`src/hdl/mtr_pkg.sv`:
```
package mtr_pkg;

	// slave address 101 0010
	localparam logic [6:0]  MTR_I2C_ADDR       = 7'h52;

	// timing
	localparam int          MTR_CLK_NS         = 100;
	localparam int          MTR_PERIOD_UNIT_NS = 10000;
	localparam int          MTR_TICK_CYCLES    = (MTR_PERIOD_UNIT_NS + MTR_CLK_NS - 1) / MTR_CLK_NS;
	localparam logic [6:0]  MTR_TICK_LAST      = 7'(MTR_TICK_CYCLES - 1);

	// speed in 0.1 Hz = 1e6 / period in 10 us units
	localparam logic [19:0] MTR_SPEED_NUM      = 20'h f4240;
	localparam logic [4:0]  MTR_DIV_STEPS      = 5'h14;

	// register offsets
	localparam logic [7:0]  MTR_CTRL_LAST      = 8'h03;
	localparam logic [7:0]  MTR_STATUS         = 8'h10;
	localparam logic [7:0]  MTR_SPEED_HI       = 8'h11;
	localparam logic [7:0]  MTR_PERIOD_HI      = 8'h13;
	localparam logic [7:0]  MTR_EMF_HI         = 8'h15;
	localparam logic [7:0]  MTR_CURRENT_HI     = 8'h17;
	localparam logic [7:0]  MTR_ANGLE          = 8'h19;
	localparam logic [7:0]  MTR_VCC            = 8'h1a;
	localparam logic [7:0]  MTR_CMD_RATE       = 8'h1b;
	localparam logic [7:0]  MTR_APPLIED_DUTY   = 8'h1c;
	localparam logic [7:0]  MTR_FAULT          = 8'h1e;
	localparam logic [7:0]  MTR_NVM_FIRST      = 8'h20;
	localparam logic [7:0]  MTR_NVM_LAST       = 8'h2b;
	localparam logic [7:0]  MTR_UNMAPPED       = 8'h00;

	// two-byte quantities: speed, period, emf constant, current
	localparam int          MTR_PAIRS          = 4;
	localparam logic [7:0]  MTR_PAIR_HI [0:3]  = '{8'h11, 8'h13, 8'h15, 8'h17};

	// field positions
	localparam int          MTR_OVERRIDE_BIT   = 7;
	localparam int          MTR_NVM_ADV_IDX    = 3;
	localparam int          MTR_ADV_LSB        = 4;

	// start angle codes
	localparam logic [7:0]  MTR_SECTOR [0:5]   = '{8'h00, 8'h2b, 8'h55, 8'h80, 8'hab, 8'hd5};
	localparam logic [7:0]  MTR_ADVANCE [0:3]  = '{8'h16, 8'h2c, 8'h3f, 8'h55};

	// nonvolatile image reset values
	localparam logic [7:0]  MTR_NVM_RESET [0:11] = '{8'h4a, 8'h4e, 8'h2a, 8'h00, 8'h98, 8'he4,
		8'h7a, 8'hf4, 8'h69, 8'hb8, 8'h00, 8'h00};

	typedef enum logic [2:0] {
		MTR_IDLE, MTR_ADDR, MTR_ADDR_ACK, MTR_WR, MTR_WR_ACK, MTR_RD, MTR_RD_ACK
	} mtr_i2c_e;

endpackage

```
`src/hdl/mtr_i2c_if.sv`:
```
`timescale 1ns/1ps
`default_nettype none
interface mtr_i2c_if;
	logic       wr_stb;
	logic       wr_first;
	logic [7:0] wr_data;
	logic       rd_stb;
	logic [7:0] rd_data;
	modport link (output wr_stb, output wr_first, output wr_data, output rd_stb, input rd_data);
	modport regs (input wr_stb, input wr_first, input wr_data, input rd_stb, output rd_data);
endinterface
`default_nettype wire

```
`src/hdl/mtr_i2c_slave.sv`:
```
`timescale 1ns/1ps
`default_nettype none
module mtr_i2c_slave
	import mtr_pkg::*;
(
	// clock and reset
	input  wire logic core_clk,
	input  wire logic rst_n,
	// serial pins
	input  wire logic scl_in,
	input  wire logic sda_in,
	output var  logic sda_drive_n,
	// byte side
	mtr_i2c_if.link   bus
);
	mtr_i2c_e   state;
	logic       scl_q, sda_q, scl_p, sda_p;
	logic [3:0] bitcnt;
	logic [7:0] shreg;
	logic       is_read;
	logic       first_byte;

	wire        scl_rise   = scl_q & ~scl_p;
	wire        scl_fall   = ~scl_q & scl_p;
	wire        start_seen = scl_q & scl_p & sda_p & ~sda_q;
	wire        stop_seen  = scl_q & scl_p & ~sda_p & sda_q;
	wire [7:0]  shifted    = {shreg[6:0], sda_q};
	wire        addr_hit   = shreg[7:1] == MTR_I2C_ADDR;
	wire        byte_full  = bitcnt == 4'h8;
	wire [7:0]  load_bits  = {bus.rd_data[6:0], 1'b1};

	always_ff @(posedge core_clk or negedge rst_n) begin
		if (!rst_n) begin
			scl_q <= 1'b1;
			sda_q <= 1'b1;
			scl_p <= 1'b1;
			sda_p <= 1'b1;
		end else begin
			scl_q <= scl_in;
			sda_q <= sda_in;
			scl_p <= scl_q;
			sda_p <= sda_q;
		end
	end

	always_ff @(posedge core_clk or negedge rst_n) begin
		if (!rst_n) begin
			state       <= MTR_IDLE;
			bitcnt      <= 4'h0;
			shreg       <= 8'h00;
			is_read     <= 1'b0;
			first_byte  <= 1'b0;
			sda_drive_n <= 1'b1;
			bus.wr_stb  <= 1'b0;
			bus.wr_first <= 1'b0;
			bus.wr_data <= 8'h00;
			bus.rd_stb  <= 1'b0;
		end else begin
			bus.wr_stb <= 1'b0;
			bus.rd_stb <= 1'b0;
			if (start_seen) begin
				state       <= MTR_ADDR;
				bitcnt      <= 4'h0;
				sda_drive_n <= 1'b1;
			end else if (stop_seen) begin
				state       <= MTR_IDLE;
				sda_drive_n <= 1'b1;
			end else begin
				case (state)
					MTR_ADDR: begin
						if (scl_rise && !byte_full) begin
							shreg  <= shifted;
							bitcnt <= bitcnt + 4'h1;
						end else if (scl_fall && byte_full) begin
							// other addresses are left alone until the next start
							if (addr_hit) begin
								state       <= MTR_ADDR_ACK;
								sda_drive_n <= 1'b0;
								is_read     <= shreg[0];
								first_byte  <= 1'b1;
							end else begin
								state <= MTR_IDLE;
							end
						end
					end
					MTR_ADDR_ACK, MTR_RD_ACK: begin
						if (scl_rise) begin
							if (state == MTR_RD_ACK && sda_q) begin
								state <= MTR_IDLE;
							end else if (is_read) begin
								bus.rd_stb <= 1'b1;
							end
						end else if (scl_fall) begin
							if (is_read) begin
								state       <= MTR_RD;
								sda_drive_n <= bus.rd_data[7];
								shreg       <= load_bits;
								bitcnt      <= 4'h1;
							end else begin
								state       <= MTR_WR;
								sda_drive_n <= 1'b1;
								bitcnt      <= 4'h0;
							end
						end
					end
					MTR_WR: begin
						if (scl_rise && !byte_full) begin
							shreg  <= shifted;
							bitcnt <= bitcnt + 4'h1;
						end else if (scl_fall && byte_full) begin
							state        <= MTR_WR_ACK;
							sda_drive_n  <= 1'b0;
							bus.wr_stb   <= 1'b1;
							bus.wr_data  <= shreg;
							bus.wr_first <= first_byte;
							first_byte   <= 1'b0;
						end
					end
					MTR_WR_ACK: begin
						if (scl_fall) begin
							state       <= MTR_WR;
							sda_drive_n <= 1'b1;
							bitcnt      <= 4'h0;
						end
					end
					MTR_RD: begin
						if (scl_fall) begin
							if (byte_full) begin
								state       <= MTR_RD_ACK;
								sda_drive_n <= 1'b1;
							end else begin
								sda_drive_n <= shreg[7];
								shreg       <= {shreg[6:0], 1'b1};
								bitcnt      <= bitcnt + 4'h1;
							end
						end
					end
					MTR_IDLE: begin
						sda_drive_n <= 1'b1;
					end
					default: begin
						state <= MTR_IDLE;
					end
				endcase
			end
		end
	end
endmodule
`default_nettype wire

```
`src/hdl/mtr_regbank.sv`:
```
// Contract
// - speed is a 16-bit value in 0.1 Hz units split over a high and a low byte register.
// - speed refreshes by itself while spinning, from the phase U zero-crossing interval.
// - reading a high byte copies the live low byte into a shadow that the low byte read returns.
// - every two-register status quantity uses the snapshot readback scheme; the control speed setting does not.
// - the 16-bit electrical period in 10 us units is measured between phase U crossings.
// - back-EMF is integrated over a half cycle and stored once per electrical cycle.
// - after the start-position sense the detected rotor position is stored in a byte.
// - the position byte is sector code plus advance code modulo 256.
// - the supply is sampled during operation and held as an 8-bit reading.
// - the active speed input is converted into one readable 8-bit command value.
// - the applied duty byte shows the buffered command actually driven.
// - the block answers only at 7-bit address 1010010.
// - control 0x00-0x03, status 0x10-0x1E and nonvolatile 0x20-0x2B are decoded.
`timescale 1ns/1ps
`default_nettype none
module mtr_regbank
	import mtr_pkg::*;
(
	// clock and reset
	input  wire logic        core_clk,
	input  wire logic        rst_n,
	// serial pins
	input  wire logic        scl_in,
	input  wire logic        sda_in,
	output var  logic        sda_out,
	output var  logic        sda_drive_n,
	// motor sensing
	input  wire logic        motor_spinning,
	input  wire logic        zc_u_rise,
	input  wire logic        zc_u_fall,
	input  wire logic        bemf_valid,
	input  wire logic [7:0]  bemf_sample,
	input  wire logic        ipd_done,
	input  wire logic [2:0]  ipd_sector,
	input  wire logic        vcc_valid,
	input  wire logic [7:0]  vcc_sample,
	input  wire logic        current_valid,
	input  wire logic [10:0] phase_current,
	// speed command sources
	input  wire logic        pwm_mode,
	input  wire logic [7:0]  pwm_duty,
	input  wire logic [7:0]  analog_level,
	input  wire logic [7:0]  applied_duty_in,
	// flags from the protection logic
	input  wire logic [3:0]  status_flags,
	input  wire logic [5:0]  fault_flags,
	// settings out
	output var  logic [8:0]  speed_setting,
	output var  logic        speed_override,
	output var  logic [7:0]  nvm_control,
	output var  logic [7:0]  commanded_rate_value
);
	mtr_i2c_if bus ();

	mtr_i2c_slave u_slave (
		.core_clk    (core_clk),
		.rst_n       (rst_n),
		.scl_in      (scl_in),
		.sda_in      (sda_in),
		.sda_drive_n (sda_drive_n),
		.bus         (bus.link)
	);

	logic [7:0]  ptr;
	logic [7:0]  ctrl_reg [0:3];
	logic [7:0]  nvm_image [0:11];
	logic [15:0] speed_val, period_val, emf_val, current_val;
	logic [7:0]  start_rotor_angle;
	logic [7:0]  vcc_level_reading;
	logic [7:0]  applied_duty_value;
	logic [6:0]  tick_cnt;
	logic [15:0] period_cnt;
	logic        integrating;
	logic [15:0] emf_acc;
	logic        div_busy;
	logic [4:0]  div_cnt;
	logic [15:0] div_den;
	logic [16:0] div_rem;
	logic [19:0] div_quo;

	// register decode
	wire        is_ctrl   = ptr <= MTR_CTRL_LAST;
	wire        is_nvm    = ptr >= MTR_NVM_FIRST && ptr <= MTR_NVM_LAST;
	wire [7:0]  nvm_ofs   = ptr - MTR_NVM_FIRST;
	wire [3:0]  nvm_idx   = nvm_ofs[3:0];
	wire [7:0]  next_ptr  = ptr + 8'h01;
	wire        ctrl_wr   = bus.wr_stb && !bus.wr_first && is_ctrl;
	wire        nvm_wr    = bus.wr_stb && !bus.wr_first && is_nvm;

	// two-byte quantities with one shadow each
	wire [15:0] pair_live [0:MTR_PAIRS-1];
	wire [7:0]  pair_acc  [0:MTR_PAIRS];
	logic [7:0] low_byte_shadow [0:MTR_PAIRS-1];
	logic       pair_hit;

	assign pair_live[0] = speed_val;
	assign pair_live[1] = period_val;
	assign pair_live[2] = emf_val;
	assign pair_live[3] = current_val;
	assign pair_acc[0]  = 8'h00;

	genvar gi;
	generate
		for (gi = 0; gi < MTR_PAIRS; gi++) begin : g_pair
			wire hi_sel = ptr == MTR_PAIR_HI[gi];
			wire lo_sel = ptr == MTR_PAIR_HI[gi] + 8'h01;
			wire [7:0] word = hi_sel ? pair_live[gi][15:8] :
				lo_sel ? low_byte_shadow[gi] : 8'h00;
			assign pair_acc[gi+1] = pair_acc[gi] | word;
			always_ff @(posedge core_clk or negedge rst_n) begin
				if (!rst_n) begin
					low_byte_shadow[gi] <= 8'h00;
				end else if (bus.rd_stb && hi_sel) begin
					low_byte_shadow[gi] <= pair_live[gi][7:0];
				end
			end
		end
	endgenerate

	// readback selection, holes and gaps read as zero
	assign pair_hit = (ptr >= MTR_SPEED_HI) && (ptr <= MTR_CURRENT_HI + 8'h01);
	wire [7:0] rd_mux =
		is_ctrl                  ? ctrl_reg[ptr[1:0]] :
		is_nvm                   ? nvm_image[nvm_idx] :
		ptr == MTR_STATUS        ? {status_flags, 4'h0} :
		pair_hit                 ? pair_acc[MTR_PAIRS] :
		ptr == MTR_ANGLE         ? start_rotor_angle :
		ptr == MTR_VCC           ? vcc_level_reading :
		ptr == MTR_CMD_RATE      ? commanded_rate_value :
		ptr == MTR_APPLIED_DUTY  ? applied_duty_value :
		ptr == MTR_FAULT         ? {2'h0, fault_flags} :
		MTR_UNMAPPED;

	// pointer and writable registers
	always_ff @(posedge core_clk or negedge rst_n) begin
		if (!rst_n) begin
			ptr          <= 8'h00;
			bus.rd_data  <= 8'h00;
		end else if (bus.wr_stb && bus.wr_first) begin
			ptr <= bus.wr_data;
		end else if (bus.wr_stb || bus.rd_stb) begin
			ptr <= next_ptr;
			if (bus.rd_stb) begin
				bus.rd_data <= rd_mux;
			end
		end
	end

	always_ff @(posedge core_clk or negedge rst_n) begin
		if (!rst_n) begin
			for (int i = 0; i < 4; i++) begin
				ctrl_reg[i] <= 8'h00;
			end
			for (int i = 0; i < 12; i++) begin
				nvm_image[i] <= MTR_NVM_RESET[i];
			end
		end else if (ctrl_wr) begin
			ctrl_reg[ptr[1:0]] <= bus.wr_data;
		end else if (nvm_wr) begin
			nvm_image[nvm_idx] <= bus.wr_data;
		end
	end

	assign speed_setting  = {ctrl_reg[1][0], ctrl_reg[0]};
	assign speed_override = ctrl_reg[1][MTR_OVERRIDE_BIT];
	assign nvm_control    = ctrl_reg[3];
	assign sda_out        = 1'b0;

	// period in 10 us ticks between phase U crossings
	wire tick = tick_cnt == MTR_TICK_LAST;
	wire zc_take = zc_u_rise && motor_spinning;

	always_ff @(posedge core_clk or negedge rst_n) begin
		if (!rst_n) begin
			tick_cnt   <= 7'h00;
			period_cnt <= 16'h0000;
			period_val <= 16'h0000;
		end else if (!motor_spinning) begin
			tick_cnt   <= 7'h00;
			period_cnt <= 16'h0000;
		end else begin
			tick_cnt <= tick ? 7'h00 : tick_cnt + 7'h01;
			if (zc_take) begin
				period_val <= period_cnt;
				period_cnt <= 16'h0000;
			end else if (tick && period_cnt != 16'hffff) begin
				period_cnt <= period_cnt + 16'h0001;
			end
		end
	end

	// speed = constant / period, a single serial divider used only for speed saves a wide array
	wire [16:0] div_try  = {div_rem[15:0], div_quo[19]};
	wire        div_fits = div_try >= {1'b0, div_den};
	wire [16:0] div_sub  = div_try - {1'b0, div_den};
	wire        div_sat  = div_quo[19:16] != 4'h0;

	always_ff @(posedge core_clk or negedge rst_n) begin
		if (!rst_n) begin
			div_busy  <= 1'b0;
			div_cnt   <= 5'h00;
			div_den   <= 16'h0000;
			div_rem   <= 17'h00000;
			div_quo   <= 20'h00000;
			speed_val <= 16'h0000;
		end else if (zc_take && period_cnt != 16'h0000) begin
			div_busy <= 1'b1;
			div_cnt  <= MTR_DIV_STEPS;
			div_den  <= period_cnt;
			div_rem  <= 17'h00000;
			div_quo  <= MTR_SPEED_NUM;
		end else if (div_busy) begin
			div_rem <= div_fits ? div_sub : div_try;
			div_quo <= {div_quo[18:0], div_fits};
			div_cnt <= div_cnt - 5'h01;
			if (div_cnt == 5'h00) begin
				div_busy  <= 1'b0;
				speed_val <= div_sat ? 16'hffff : div_quo[15:0];
			end
		end
	end

	// back-emf integral over the first half of each cycle
	wire [16:0] emf_sum = {1'b0, emf_acc} + {9'h000, bemf_sample};

	always_ff @(posedge core_clk or negedge rst_n) begin
		if (!rst_n) begin
			integrating <= 1'b0;
			emf_acc     <= 16'h0000;
			emf_val     <= 16'h0000;
		end else if (zc_take) begin
			integrating <= 1'b1;
			emf_acc     <= 16'h0000;
		end else if (integrating && zc_u_fall) begin
			integrating <= 1'b0;
			emf_val     <= emf_acc;
		end else if (integrating && bemf_valid) begin
			emf_acc <= emf_sum[16] ? 16'hffff : emf_sum[15:0];
		end
	end

	// start angle, supply, current and command bytes
	wire [1:0] adv_sel   = nvm_image[MTR_NVM_ADV_IDX][MTR_ADV_LSB +: 2];
	wire [7:0] sector_cd = ipd_sector > 3'h5 ? MTR_SECTOR[0] : MTR_SECTOR[ipd_sector];
	wire [7:0] angle_sum = sector_cd + MTR_ADVANCE[adv_sel];
	wire [7:0] next_cmd  = speed_override ? speed_setting[8:1] :
		pwm_mode ? pwm_duty : analog_level;

	always_ff @(posedge core_clk or negedge rst_n) begin
		if (!rst_n) begin
			start_rotor_angle    <= 8'h00;
			vcc_level_reading    <= 8'h00;
			current_val          <= 16'h0000;
			commanded_rate_value <= 8'h00;
			applied_duty_value   <= 8'h00;
		end else begin
			if (ipd_done) begin
				start_rotor_angle <= angle_sum;
			end
			if (vcc_valid) begin
				vcc_level_reading <= vcc_sample;
			end
			if (current_valid) begin
				current_val <= {5'h00, phase_current};
			end
			commanded_rate_value <= next_cmd;
			applied_duty_value   <= applied_duty_in;
		end
	end
endmodule
`default_nettype wire

```
`config.mk`:
```
export PLATFORM = sky130hd
export DESIGN_NAME = mtr_regbank
export DESIGN_NICKNAME = d
export VERILOG_FILES = /design/src/hdl/mtr_pkg.sv /design/src/hdl/mtr_i2c_if.sv /design/src/hdl/mtr_i2c_slave.sv /design/src/hdl/mtr_regbank.sv
export SDC_FILE = /design/constraint.sdc
export NUM_CORES = 1
export LEC_CHECK = 0
export BUFFER_PORTS_ARGS = -buffer_cell sky130_fd_sc_hd__buf_2
export CAP_MARGIN = 20
export CORE_MARGIN = 3
export CORE_UTILIZATION = 41
export DETAILED_ROUTE_END_ITERATION = 10
export GPL_TIMING_DRIVEN = 0
export SLEW_MARGIN = 20
export SYNTH_ARGS = -nofsm -noshare
export SYNTH_HDL_FRONTEND = slang
export SYNTH_HIERARCHICAL = 1
export SYNTH_SLANG_ARGS = --single-unit
```
`constraint.sdc`:
```
create_clock -name core_clk -period 6.79 [get_ports core_clk]
set_clock_uncertainty 0.15 [all_clocks]
set_input_delay 1.358 -clock core_clk [delete_from_list [all_inputs] [get_ports core_clk]]
set_output_delay 1.358 -clock core_clk [all_outputs]
set_load 0.02 [all_outputs]
```
# Yosys cells after proc, flatten, opt, wreduce, memory -nomap -nowiden
# Memory sizes are Yosys's and may differ from the RTL's.
# Cells that the tools add are included.
[op_classes]
magnitude_cmp = 13
mux = 122
n_bitwise = 25
n_addsub = 9
n_reduce_logical = 50
eq_ne = 57
[op_table]
columns = ["cell", "n"]
rows = [
  ["$mux 8", 37],
  ["$mux 16", 11],
  ["$eq 8x5->1 const B", 14],
  ["$bwmux 96", 1],
  ["$mux 20", 2],
  ["$mux 3", 13],
  ["$mux 1", 33],
  ["$bmux 8 s2", 2],
  ["$bmux 8 s4", 1],
  ["$bwmux 32", 1],
  ["$demux 8 s4", 1],
  ["$mux 4", 8],
  ["$ne 4x1->1 const B", 7],
  ["$or 8x8->8", 3],
  ["$pmux 8 s3", 1],
  ["$logic_and 1x1->1", 20],
  ["$reduce_and 10->1", 2],
  ["$ne 3x1->1 const B", 6],
  ["$pmux 3 s6", 1],
  ["$add 16x8->17", 1],
  ["$ge 17x16->1", 1],
  ["$add 16x1->16 const B", 1],
  ["$demux 8 s2", 1],
  ["$ne 16x16->1 const B", 1],
  ["60 further kinds", 107],
]
[word_totals]
inputBits = 76
word_cells = 330
ff_bits = 398
mem_bits_ro = 64
memories = 1
output_inout_bits = 28
[mem_list]
columns = ["name", "depth", "word_bits", "rd", "rd_clocked_by_memory_dff", "write_ports", "line", "source"]
rows = [
  ["(no name shown)", 8, 8, 1, 0, 0, "mtr_regbank.sv:245", "wire [7:0] sector_cd = ipd_sector > 3'h5 ? MTR_SECTOR[0] : MTR_SECTOR[ipd_sector];"],
]

# Longest topological paths before layout
# Gate-level depths: netlist (run 1).
[depth]
ltp_word = 10
ltp_mapped = 12
ltp_nobuf = 11

# Modules after synthesis
# Netlist (run 1), hierarchy kept.
[by_module_without_submodules]
columns = ["mod", "seq_area_each_um2", "cells_each", "instances", "area_each_um2"]
rows = [
  ["mtr_regbank", 9177.6, 1636, 1, 18227.5],
  ["mtr_i2c_slave", 832.0, 177, 1, 1841.8],
]

# Least setup slack after synthesis (run 1)
# No wires, ideal clock.
[synth_path]
kind = "in2reg"
start = "in bemf_sample[0]"
end = "reg emf_acc[9]"
t_arrival_ps = 3181
stages = 9
path_buffers = 0
path_slack_ps = 3324
t_required_ps = 6504
setup_time_ps = 136
path_cell_list = "ha_1 > fa_1 > a21o_1 > a21oi_1 > o21ai_0 > a31oi_1 > nor3_1 > and4b_1 > nor3_1"
[synth_between]
elab_chain_len = 5
[synth_lines]
columns = ["element", "line", "source"]
rows = [
  ["start: declaration", "mtr_regbank.sv:33", "input wire logic [7:0] bemf_sample,"],
  ["$add 16x8->17", "mtr_regbank.sv:225", "wire [16:0] emf_sum = {1'b0, emf_acc} + {9'h000, bemf_sample};"],
  ["$mux 16", "mtr_regbank.sv:239", "emf_acc <= emf_sum[16] ? 16'hffff : emf_sum[15:0];"],
  ["$mux 16", "mtr_regbank.sv:238", "end else if (integrating && bemf_valid) begin"],
  ["$mux 16", "mtr_regbank.sv:235", "end else if (integrating && zc_u_fall) begin"],
  ["$mux 16", "mtr_regbank.sv:232", "end else if (zc_take) begin"],
  ["end signal: assignment", "mtr_regbank.sv:239", ""],
  ["end: declaration", "mtr_regbank.sv:75", "logic [15:0] emf_acc;"],
]
# Every way passes these cells. The select of a mux whose other input is x is not followed.
# A chain may end at the register's enable or synchronous reset.

# Final worst setup path (run 1)
[layout_path]
start = "reg ptr[1]"
end = "reg bus.rd_data[4]"
[layout_between]
elab_chain_len = 10
word_cells_on_any_way = 50
cone_classes = "add/sub (1); order compare (5); eq/ne (14); mux (23); bitwise (5); reduce/logical (2)"
[layout_lines]
columns = ["element", "line", "source"]
rows = [
  ["start: declaration", "mtr_regbank.sv:65", "logic [7:0] ptr;"],
  ["start signal: assignment", "mtr_regbank.sv:141", "ptr <= bus.wr_data;"],
  ["start signal: assignment", "mtr_regbank.sv:143", "ptr <= next_ptr;"],
  ["branches (longest 9 deep; another with $sub 4x1->4)", "n/a", ""],
  ["$mux 8 *", "mtr_regbank.sv:124", "is_ctrl ? ctrl_reg[ptr[1:0]] :"],
  ["end signal: assignment", "mtr_regbank.sv:145", "bus.rd_data <= rd_mux;"],
  ["end: declaration", "mtr_i2c_if.sv:8", "logic [7:0] rd_data;"],
]
# Mark *: on every way between the ends. The select of a mux whose other input is x is not followed.

==> flow_metrics.env, run 1 <==
export IMPL_outcome="complete, no violations"
export IMPL_place_port_buffers=100
export IMPL_synth_adder_area_share_pct=3.13
export IMPL_row_count=80
export IMPL_cts_setup_buffers=0
export IMPL_max_slew_margin_pct=43.7
export IMPL_setup_slack_ns=2.32
export IMPL_yosys_area_share_simple_pct=11.8
export IMPL_ir_worst_vdd_mv=0.142
export IMPL_synth_xor_area_share_pct=2.05
export IMPL_tightest_slew_ns=0.842
export IMPL_fin_area_sq_mm=0.0229
export IMPL_worstPathArrival_ns=4.83
export IMPL_clock_sinks=398
export IMPL_synth_edf_count=0
export IMPL_reg_top3="nvm_image: 94 flops, low_byte_shadow: 32 flops, div_quo: 20 flops"
export IMPL_grt_max_degree=96
export IMPL_cp_num_buf_inv=5
export IMPL_vias=14700
export IMPL_ys_seq_area_share_pct=49.9
export IMPL_finalSetupTns_ns=0
export IMPL_clk_latency_ns=0.58
export IMPL_drtAntennaViolNets=0
export IMPL_synth_mux_area_share_pct=17.7
export IMPL_synth_distinct_cells=103
export IMPL_synth_nets=1938
export IMPL_syn_mean_instance_area_sq_um=11.1
export IMPL_cts_buffer_depth=3
export IMPL_whs_ns=0.237
export IMPL_worstPathMaxFanout=10
export IMPL_dpl_cell_area_sq_mm=0.0215
export IMPL_synth_compound_area_share_pct=11.6
export IMPL_p_per_area_mw_per_mm2=293
export IMPL_r2r_slack_ns=2.32
export IMPL_clockRootBuffer="clkbuf_16"
export IMPL_ioPinCount=104
export IMPL_synthToLayoutAreaGrowth_pct=13.9
export IMPL_insertedDiodeCount=0
export IMPL_p_leak_nw=10.4
export IMPL_core_area_sq_mm=0.0480
export IMPL_hold_buffers=0
export IMPL_die_area_sq_mm=0.0516
export IMPL_max_stage_delay_ns=0.74
export IMPL_routed_wl_mm=53.0
export IMPL_rsz0062_at_grt="false"
export IMPL_hold_viol=0
export IMPL_htree_levels=2
export IMPL_fmax_mhz=223
export IMPL_synth_top_family_by_area="multiplexers"
export IMPL_crit_cells=12
export IMPL_hpwl_mm=38.7
export IMPL_p_total_mw=6.70
export IMPL_fin_cells=2613
export IMPL_antenna_found_initial=1
export IMPL_fin_crit_sh_pct=65.9
export IMPL_clkTransAtPathRegs_ns=0.06
export IMPL_wire_per_inst_um=20.3
export IMPL_fin_nets=2088
export IMPL_final_core_util_pct=47.6
export IMPL_rr_worst_depth=12
export IMPL_cp_slowest_cell="o32ai_1"
export IMPL_placed_cells=2532
export IMPL_finalCriticalPeriod_ns=4.47
export IMPL_cap_violations=0
export IMPL_largest_reg_flops=94
export IMPL_r2r_end="bus.rd_data[4]"
export IMPL_ys_ff_latch=398
export IMPL_layout_commonest_cell="dfrtp_1"
export IMPL_async_flop_share_pct=100
export IMPL_grt_pass1_wl_mm=84.0
export IMPL_slew_viol_final=0
export IMPL_die_x_um=227
export IMPL_cp_required_ns=7.15
export IMPL_place_ws_ns=2.51
export IMPL_report_final_setup_viol=0
export IMPL_drtIter0Drc=1062
export IMPL_drc=0
export IMPL_yosys_warnings=6
export IMPL_final_layout_size_suffix_gt1_share_pct=25.8
export IMPL_dieHeight_um=227
export IMPL_hold_class="register to register"
export IMPL_r2r_start="ptr[1]"
export IMPL_path_class="register to register"
export IMPL_grt_pass1_vias=14600
export IMPL_crit_path_end_kind="register"
export IMPL_worstHoldPathCells=0
export IMPL_layout_common_cells="dfrtp_1, nand2_1, mux2_2"
export IMPL_overflow=0
export IMPL_first_pass_iters=5
export IMPL_crit_path_frequent_cell="clkbuf_1"
export IMPL_place_congestion=0.900
export IMPL_endpoint="bus.rd_data[4]"
export IMPL_synthesis_area_sq_mm=0.0201
export IMPL_cts_tree="yes"
export IMPL_crit_path_cell_trace="clkbuf_1 > clkbuf_1 > inv_1 > ha_1 > clkbuf_1 > clkbuf_1 > a22oi_1 > o32ai_1 > o21ai_0 > a31oi_1 > nand3_1 > nand3_1"
export IMPL_vias_per_cell=5.63
export IMPL_synth_cells=1813
export IMPL_synthFlopType="dfrtp_1"
export IMPL_max_flop_register="nvm_image"
export IMPL_cp_start_kind="register"
export IMPL_initial_utilization_pct=41.8
export IMPL_cts_inserted_buffers=44
export IMPL_crit_path_start="ptr[1]"
export IMPL_track_usage_pct=20.9
export IMPL_cts_repair_resized=0
export IMPL_cp_top_family="buffers and inverters"
==> layout make-up <==
type	count	area, sq um
Tap cell	615	769
Clock inverter	15	129
Multi-Input combinational cell	1242	9280
Clock buffer	66	1260
Buffer	111	543
Fill cell	4432	25200
Timing Repair Buffer	104	621
Sequential cell	398	10000
Inverter	62	233
==> cell usage after synthesis, drive strengths merged (20+ instances only) <==
| cell type | number | area, sq um |
|---|---|---|
| mux2i | 36 | 360 |
| dfstp | 40 | 1050 |
| nor2 | 138 | 528 |
| xnor2 | 28 | 245 |
| mux4 | 32 | 721 |
| ha | 47 | 588 |
| o21ai | 103 | 523 |
| clkbuf | 71 | 267 |
| a21oi | 94 | 482 |
| a22oi | 20 | 150 |
| nor3 | 33 | 209 |
| nand2 | 201 | 764 |
| mux2 | 216 | 2460 |
| nand3 | 26 | 135 |
| a31oi | 24 | 150 |
| buf | 40 | 277 |
| dfrtp | 358 | 8960 |
| inv | 62 | 233 |
==> power by group <==
| group | total (mW) | internal [mW] | switching (mW) |
|---|---|---|---|
| Clock | 2.32 | 1.33 | 0.987 |
| Combinational | 1.48 | 0.626 | 0.858 |
| Sequential | 2.89 | 2.66 | 0.238 |
==> how the worst min path moves through the flow <==
stage	from	end	slack, ns
3_5_place_dp	u_slave/scl_q	u_slave/scl_p	0.23
3_3_place_gp	u_slave/scl_q	u_slave/scl_p	0.23
6_report	u_slave/scl_q	u_slave/scl_p	0.24
4_1_cts	u_slave/scl_q	u_slave/scl_p	0.24
5_1_grt	u_slave/scl_q	u_slave/scl_p	0.25
2_1_floorplan	u_slave/scl_q	u_slave/scl_p	0.22
==> kinds of logic (layout without fill, tap and decap cells) <==
group | count (synthesis) | in the layout
flip-flops | 398 | 398
XOR/XNOR | 47 | 47
AO/OA/AOI/OAI | 361 | 361
multiplexers | 284 | 284
adder cells (fa/ha/maj) | 49 | 49
buffers and inverters | 173 | 358
AND/OR/NAND/NOR | 500 | 500
other | 1 | 1
==> metal layers <==
metal	part of all wire, %	global-route usage (%)
met5	0	0
met4	2.4	5.91
met3	6.8	4.05
met2	42	30.3
met1	48	31.9
(Power assumes the default switching activity.)
==> inputs of run 2 (changes only) <==
--- a/config.mk
+++ b/config.mk
@@ -5,6 +5,7 @@
 export SDC_FILE = /design/constraint.sdc
 export NUM_CORES = 1
 export LEC_CHECK = 0
+export ABC_AREA = 1
 export BUFFER_PORTS_ARGS = -buffer_cell sky130_fd_sc_hd__buf_2
 export CAP_MARGIN = 20
 export CORE_MARGIN = 3
==> constraint.sdc (replaced) <==
create_clock -name core_clk -period 4 [get_ports core_clk]
set_clock_uncertainty 0.15 [all_clocks]
set_input_delay 0.8 -clock core_clk [delete_from_list [all_inputs] [get_ports core_clk]]
set_output_delay 0.8 -clock core_clk [all_outputs]
set_load 0.02 [all_outputs]
==> run 2 against run 1 <==
  * Hold slack lost 0.068 ns
  * Flip-flop and latch count is the same
  * Utilization grew 0.67 points
  * Routed wire length grew 14%
  * Highest routed layer unchanged
  * Critical path depth grew 3
  * Global-route usage grew 1.9 points
  * Largest cell class unchanged
==> flow_metrics.env, run 2 <==
export IMPL_vias=18100
export IMPL_synthesis_area_sq_mm=0.0208
export IMPL_clkTransAtPathRegs_ns=0.06
export IMPL_worstPathArrival_ns=4.03
export IMPL_hpwl_mm=45.0
export IMPL_layout_commonest_cell="nand2_1"
export IMPL_nFillCells=4850
export IMPL_rr_worst_depth=15
export IMPL_drtIter0Drc=1604
export IMPL_wire_per_inst_um=17.7
export IMPL_synthFlopType="dfrtp_1"
export IMPL_synth_nets=2683
export IMPL_cap_violations=0
export IMPL_cts_setup_buffers=0
export IMPL_fmax_mhz=273
export IMPL_row_count=81
export IMPL_cts_inserted_buffers=47
export IMPL_fin_cells=3411
export IMPL_r2r_end="bus.rd_data[3]"
export IMPL_setup_slack_ns=0.336
export IMPL_synth_edf_count=0
export IMPL_whs_ns=0.169
export IMPL_clk_latency_ns=0.59
export IMPL_outcome="complete, no violations"
export IMPL_grt_pass1_wl_mm=97.6
export IMPL_place_port_buffers=100
export IMPL_ir_worst_vdd_mv=0.426
export IMPL_largest_reg_flops=94
export IMPL_place_congestion=0.960
export IMPL_worstHoldPathCells=1
export IMPL_hold_class="input port to register"
export IMPL_clock_sinks=398
export IMPL_report_final_setup_viol=0
export IMPL_fin_area_sq_mm=0.0239
export IMPL_r2r_start="ptr[1]"
export IMPL_ys_seq_area_share_pct=48.2
export IMPL_core_area_sq_mm=0.0495
export IMPL_p_leak_nw=11.3
export IMPL_die_area_sq_mm=0.0534
export IMPL_first_pass_iters=6
export IMPL_track_usage_pct=22.8
export IMPL_path_class="register to register"
export IMPL_slew_viol_final=0
export IMPL_fin_nets=2836
export IMPL_cts_tree="yes"
export IMPL_synth_distinct_cells=55
export IMPL_cts_buffer_depth=3
export IMPL_crit_path_cell_trace="inv_1 > clkbuf_1 > ha_1 > inv_1 > nor2_1 > nand2_1 > inv_2 > nand2_1 > o21ai_0 > nor2_1 > o21ai_0 > nand3_1 > nand2_1 > nand2_1 > nand2_1"
export IMPL_max_slew_margin_pct=47.3
export IMPL_synthTopCellsByArea="dfrtp_1, nand2_1, o21ai_0"
export IMPL_max_flop_register="nvm_image"
export IMPL_antenna_found_initial=0
export IMPL_syn_mean_instance_area_sq_um=8.12
export IMPL_synth_top_area_share_pct=43.1
export IMPL_r2r_slack_ns=0.34
export IMPL_drtAntennaViolNets=0
export IMPL_max_stage_delay_ns=0.52
export IMPL_synth_top_area_cell="dfrtp_1"
export IMPL_cp_slowest_cell="ha_1"
export IMPL_grt_max_degree=99
export IMPL_initial_utilization_pct=42.0
export IMPL_drc=0
export IMPL_tightest_slew_ns=0.791
export IMPL_yosys_warnings=6
export IMPL_netlist_top_cells_count="nand2_1, o21ai_0, dfrtp_1, inv_1, nor2_1"
export IMPL_cts_repair_resized=0
export IMPL_crit_path_frequent_cell="nand2_1"
export IMPL_ioPinCount=104
export IMPL_layout_common_cells="nand2_1, o21ai_0, dfrtp_1"
export IMPL_synth_cells=2558
export IMPL_fin_crit_sh_pct=91.6
export IMPL_synthToLayoutAreaGrowth_pct=14.8
export IMPL_placed_cells=3326
export IMPL_dieHeight_um=231
export IMPL_reg_top3="nvm_image: 94 flops, low_byte_shadow: 32 flops, div_quo: 20 flops"
export IMPL_rsz0062_at_grt="false"
export IMPL_cp_start_kind="register"
export IMPL_cp_required_ns=4.36
export IMPL_ys_ff_latch=398
export IMPL_die_x_um=231
export IMPL_crit_path_end_kind="register"
export IMPL_routed_wl_mm=60.5
export IMPL_p_total_mw=11.7
export IMPL_hold_path_startpoint="applied_duty_in[2]"
export IMPL_worstPathMaxFanout=11
export IMPL_final_layout_size_suffix_gt1_share_pct=14.1
export IMPL_finalCriticalPeriod_ns=3.66
export IMPL_htree_levels=2
export IMPL_hold_path_endpoint="applied_duty_value[2]"
export IMPL_hold_viol=0
export IMPL_insertedDiodeCount=0
export IMPL_p_per_area_mw_per_mm2=490
export IMPL_clockRootBuffer="clkbuf_16"
export IMPL_synthMostInstantiatedCell="nand2_1"
export IMPL_final_core_util_pct=48.2
export IMPL_place_ws_ns=0.214
export IMPL_overflow=0
export IMPL_dpl_cell_area_sq_mm=0.0222
export IMPL_async_flop_share_pct=100
export IMPL_finalSetupTns_ns=0
export IMPL_grt_pass1_vias=18000
export IMPL_vias_per_cell=5.30
-- run 2: changes by cell type in the layout (fill, tap and decap cells not counted), sizes merged, moves of 60 or more --
cell / change
nand3: +128
o21ai: +326
mux2: -204
nand2: +457
nor2: +60
inv: +193
-- run 2: metal layers --
layer	vias up	GRT usage (%)	part of all wire, %
li1	8757	-	-
met1	8698	30.7	44
met2	526	38.1	48
met3	111	3.16	5.2
met4	0	7.22	2.9
met5	-	0	0
-- run 2: worst max-delay path by stage --
stage	slack, ns	startpoint	end
after floorplan	1.27	ptr[0]	bus.rd_data[6]
after global placement	-5.90	rst_n	div_rem[2]
after detailed placement	0.21	ptr[0]	bus.rd_data[7]
after CTS	0.18	ptr[0]	bus.rd_data[7]
after global routing	0.13	ptr[1]	bus.rd_data[3]
final	0.34	ptr[1]	bus.rd_data[3]
-- run 2: report_power, final --
part | leakage (nW) | internal [mW] | switching (mW)
sequential | 5.15 | 4.47 | 0.244
clock | 0.799 | 2.71 | 1.76
combinational | 5.39 | 0.915 | 1.58
total | 11.3 | 8.10 | 3.59
-- run 2: layout make-up --
cell class / count / area (sq um) / share of cell area, %
Sequential cell: 398 / 10000 / 42.0
Multi-Input combinational cell: 1786 / 9100 / 38.1
Clock buffer: 63 / 1320 / 5.52
Inverter: 257 / 977 / 4.10
Tap cell: 664 / 831 / 3.48
Buffer: 116 / 683 / 2.86
Timing Repair Buffer: 105 / 631 / 2.64
Clock inverter: 22 / 310 / 1.30
-- run 2: timing repair --
action / 4_1_cts / 5_1_grt
setup endpoints to repair: 0 / 5
hold endpoints to repair: 22 / 0
hold buffers: 1 / 0
-- run 2: cells by family after synthesis --
| family | count (synthesis) | synth area share, % |
|---|---|---|
| fa+ha+maj | 49 | 3.02 |
| compound gates | 602 | 15.8 |
| simple gates | 1085 | 22.7 |
| mux | 12 | 0.651 |
| flops | 398 | 48.2 |
| xor+xnor | 37 | 1.56 |
| buf+inv | 374 | 8.01 |
| other cells | 1 | 0.0181 |
-- run 2: worst max-delay path, delay by kind of cell, from the launching register on --
family	cells	cell delay, ns
AO/OA/AOI/OAI	2	0.40
buffers and inverters	4	1.09
flip-flops	1	0.46
adder cells (fa/ha/maj)	1	0.52
AND/OR/NAND/NOR	8	0.97
==> inputs of run 3 (changes only) <==
--- a/config.mk
+++ b/config.mk
@@ -10,8 +10,10 @@
 export CAP_MARGIN = 20
 export CORE_MARGIN = 3
 export CORE_UTILIZATION = 41
+export CTS_BUF_LIST = sky130_fd_sc_hd__clkbuf_4
 export DETAILED_ROUTE_END_ITERATION = 10
 export GPL_TIMING_DRIVEN = 0
+export RECOVER_POWER = 100
 export SLEW_MARGIN = 20
 export SYNTH_ARGS = -nofsm -noshare
 export SYNTH_HDL_FRONTEND = slang
==> run 3 against run 2 <==
  * The flow now finishes with violations (capacitance limit, slew limit)
  * Sequential power barely moved
  * Power is 5.5% lower
  * Global-route usage increased by 0.51 points
  * Routed wire length is 1.8% higher
  * Count of clock-buffer cells in the layout increased by 98
  * First-iteration DRC count shrank 1.4%
  * Critical path type unchanged
  * Critical endpoint is now nvm_image[61]
  * Largest cell class unchanged
==> flow_metrics.env, run 3 (synthesis gave the netlist of run 2 again) <==
export IMPL_max_slew_margin_pct=-12.2
export IMPL_first_pass_iters=6
export IMPL_max_stage_delay_ns=0.61
export IMPL_p_int_mw=7.43
export IMPL_hold_path_endpoint="current_val[0]"
export IMPL_overflow=0
export IMPL_report_final_setup_viol=0
export IMPL_whs_ns=0.0666
export IMPL_die_x_um=231
export IMPL_fin_area_sq_mm=0.0236
export IMPL_finalCriticalPeriod_ns=3.78
export IMPL_ioPinCount=104
export IMPL_cp_num_buf_inv=4
export IMPL_layout_common_cells="nand2_1, o21ai_0, dfrtp_1"
export IMPL_synthToLayoutAreaGrowth_pct=13.5
export IMPL_fin_nets=2929
export IMPL_worstPathMaxFanout=11
export IMPL_cts_inserted_buffers=111
export IMPL_initial_utilization_pct=42.0
export IMPL_drtAntennaViolNets=0
export IMPL_cts_repair_resized=0
export IMPL_max_flop_register="nvm_image"
export IMPL_ir_worst_vdd_mv=0.418
export IMPL_die_area_sq_mm=0.0534
export IMPL_htree_levels=3
export IMPL_row_count=81
export IMPL_crit_path_cell_trace="inv_1 > clkbuf_1 > ha_1 > inv_1 > nor2_1 > nand2_1 > clkbuf_1 > nand2_1 > o21ai_0"
export IMPL_clk_latency_ns=0.87
export IMPL_hold_viol=0
export IMPL_p_leak_nw=11.2
export IMPL_worstHoldPathCells=3
export IMPL_hold_class="input port to register"
export IMPL_reg_top3="nvm_image: 94 flops, low_byte_shadow: 32 flops, div_quo: 20 flops"
export IMPL_hpwl_mm=45.0
export IMPL_grt_max_degree=99
export IMPL_grt_pass1_vias=18700
export IMPL_dpl_cell_area_sq_mm=0.0222
export IMPL_cp_slowest_cell="nor2_1"
export IMPL_vias=18700
export IMPL_crit_path_end_kind="register"
export IMPL_clock_sinks=398
export IMPL_sw_frac_of_total_pct=32.7
export IMPL_r2r_end="nvm_image[61]"
export IMPL_cp_top_family="buffers and inverters"
export IMPL_cp_required_ns=4.51
export IMPL_cts_tree="yes"
export IMPL_tightest_slew_ns=1.68
export IMPL_p_per_area_mw_per_mm2=469
export IMPL_dieHeight_um=231
export IMPL_cts_buffer_depth=3
export IMPL_drc=0
export IMPL_antenna_found_initial=2
export IMPL_ff_latch_area_sq_mm=0.0100
export IMPL_r2r_start="ptr[1]"
export IMPL_largest_reg_flops=94
export IMPL_clkPwrFrac_pct=34.8
export IMPL_rr_worst_depth=9
export IMPL_routed_wl_mm=61.6
export IMPL_outcome="finished, violations left"
export IMPL_grt_pass1_wl_mm=99.4
export IMPL_vias_per_cell=5.25
export IMPL_worstPathArrival_ns=4.29
export IMPL_final_layout_size_suffix_gt1_share_pct=13.2
export IMPL_track_usage_pct=23.3
export IMPL_clockRootBuffer="clkbuf_4"
export IMPL_hold_path_startpoint="phase_current[0]"
export IMPL_nFillCells=5034
export IMPL_place_congestion=0.960
export IMPL_core_area_sq_mm=0.0495
export IMPL_layout_commonest_cell="nand2_1"
export IMPL_seq_power_share_pct=42.7
export IMPL_fin_crit_sh_pct=94.5
export IMPL_cap_violations=1
export IMPL_clkTransAtPathRegs_ns=0.06
export IMPL_path_class="register to register"
export IMPL_cp_start_kind="register"
export IMPL_drtIter0Drc=1582
export IMPL_rsz0062_at_grt="false"
export IMPL_wire_per_inst_um=17.3
export IMPL_comb_power_share_pct=22.5
export IMPL_multi_input_area_sq_mm=0.00885
export IMPL_place_port_buffers=100
export IMPL_slew_viol_final=30
export IMPL_violations="capacitance limit, slew limit"
export IMPL_fmax_mhz=265
export IMPL_r2r_slack_ns=0.22
export IMPL_switching_power_mw=3.62
run 3: worst max-delay path by stage:
stage	start	endpoint	slack [ns]	depth (start not counted)
2_1_floorplan	ptr[0]	bus.rd_data[6]	1.27	16
3_3_place_gp	rst_n	div_rem[2]	-5.90	1
3_5_place_dp	ptr[0]	bus.rd_data[7]	0.21	16
4_1_cts	ptr[0]	bus.rd_data[7]	0.19	16
5_1_grt	ptr[1]	nvm_image[62]	0.07	9
6_report	ptr[1]	nvm_image[61]	0.22	9
run 3: repair_timing:
action                                 CTS  global route
setup buffers                            0             0
hold buffers                            30             0
endpoints found under the hold margin  147             0
setup endpoints to repair                0             5
run 3: tightest hold or removal path, stage by stage:
cell and delay [ns]:
buf_2 0.09, nand2_1 0.05, o21ai_0 0.06
run 3: cell type report:
class	count	area share, %
flip-flops and latches	398	42.5
inverters	257	4.15
repair buffers	134	3.59
diodes	5	0.0531
multi-input cells	1786	37.6
well taps	664	3.52
clock buffers	161	5.13
plain buffers	116	2.41
clock inverters	42	1.12
run 3: stage by stage:
stage | setup WS [ns] | setup TNS, ns | std cells | util [%] | total power [mW]
after floorplan | 1.27 | 0 | 2558 | - | 6.55
after global placement | -5.90 | -2224.28 | 3322 | 44.7 | 7.21
after detailed placement | 0.214 | 0 | 3326 | 44.9 | 7.29
after CTS | 0.191 | 0 | 3559 | 48.5 | 11.2
after global routing | 0.0700 | 0 | 3563 | 47.7 | 11.8
final | 0.221 | 0 | 3563 | 47.7 | 11.0
run 3: per-layer routing:
layer / global-route usage (%) / up-vias / wire [um]
li1: - / 9001 / -
met1: 30.5 / 9016 / 26600
met2: 38.2 / 551 / 29300
met3: 4.39 / 155 / 3500
met4: 9.43 / 0 / 2180
met5: 0 / - / 0
run 3: power by group through the flow:
| stage | sequential (mW) | combinational, mW | clock [mW] |
|---|---|---|---|
| after floorplan | 4.71 | 1.84 | 0 |
| after global placement | 4.78 | 2.43 | 0 |
| after detailed placement | 4.78 | 2.50 | 0 |
| after CTS | 4.71 | 2.54 | 3.96 |
| after global routing | 4.76 | 2.89 | 4.19 |
| final | 4.72 | 2.49 | 3.84 |
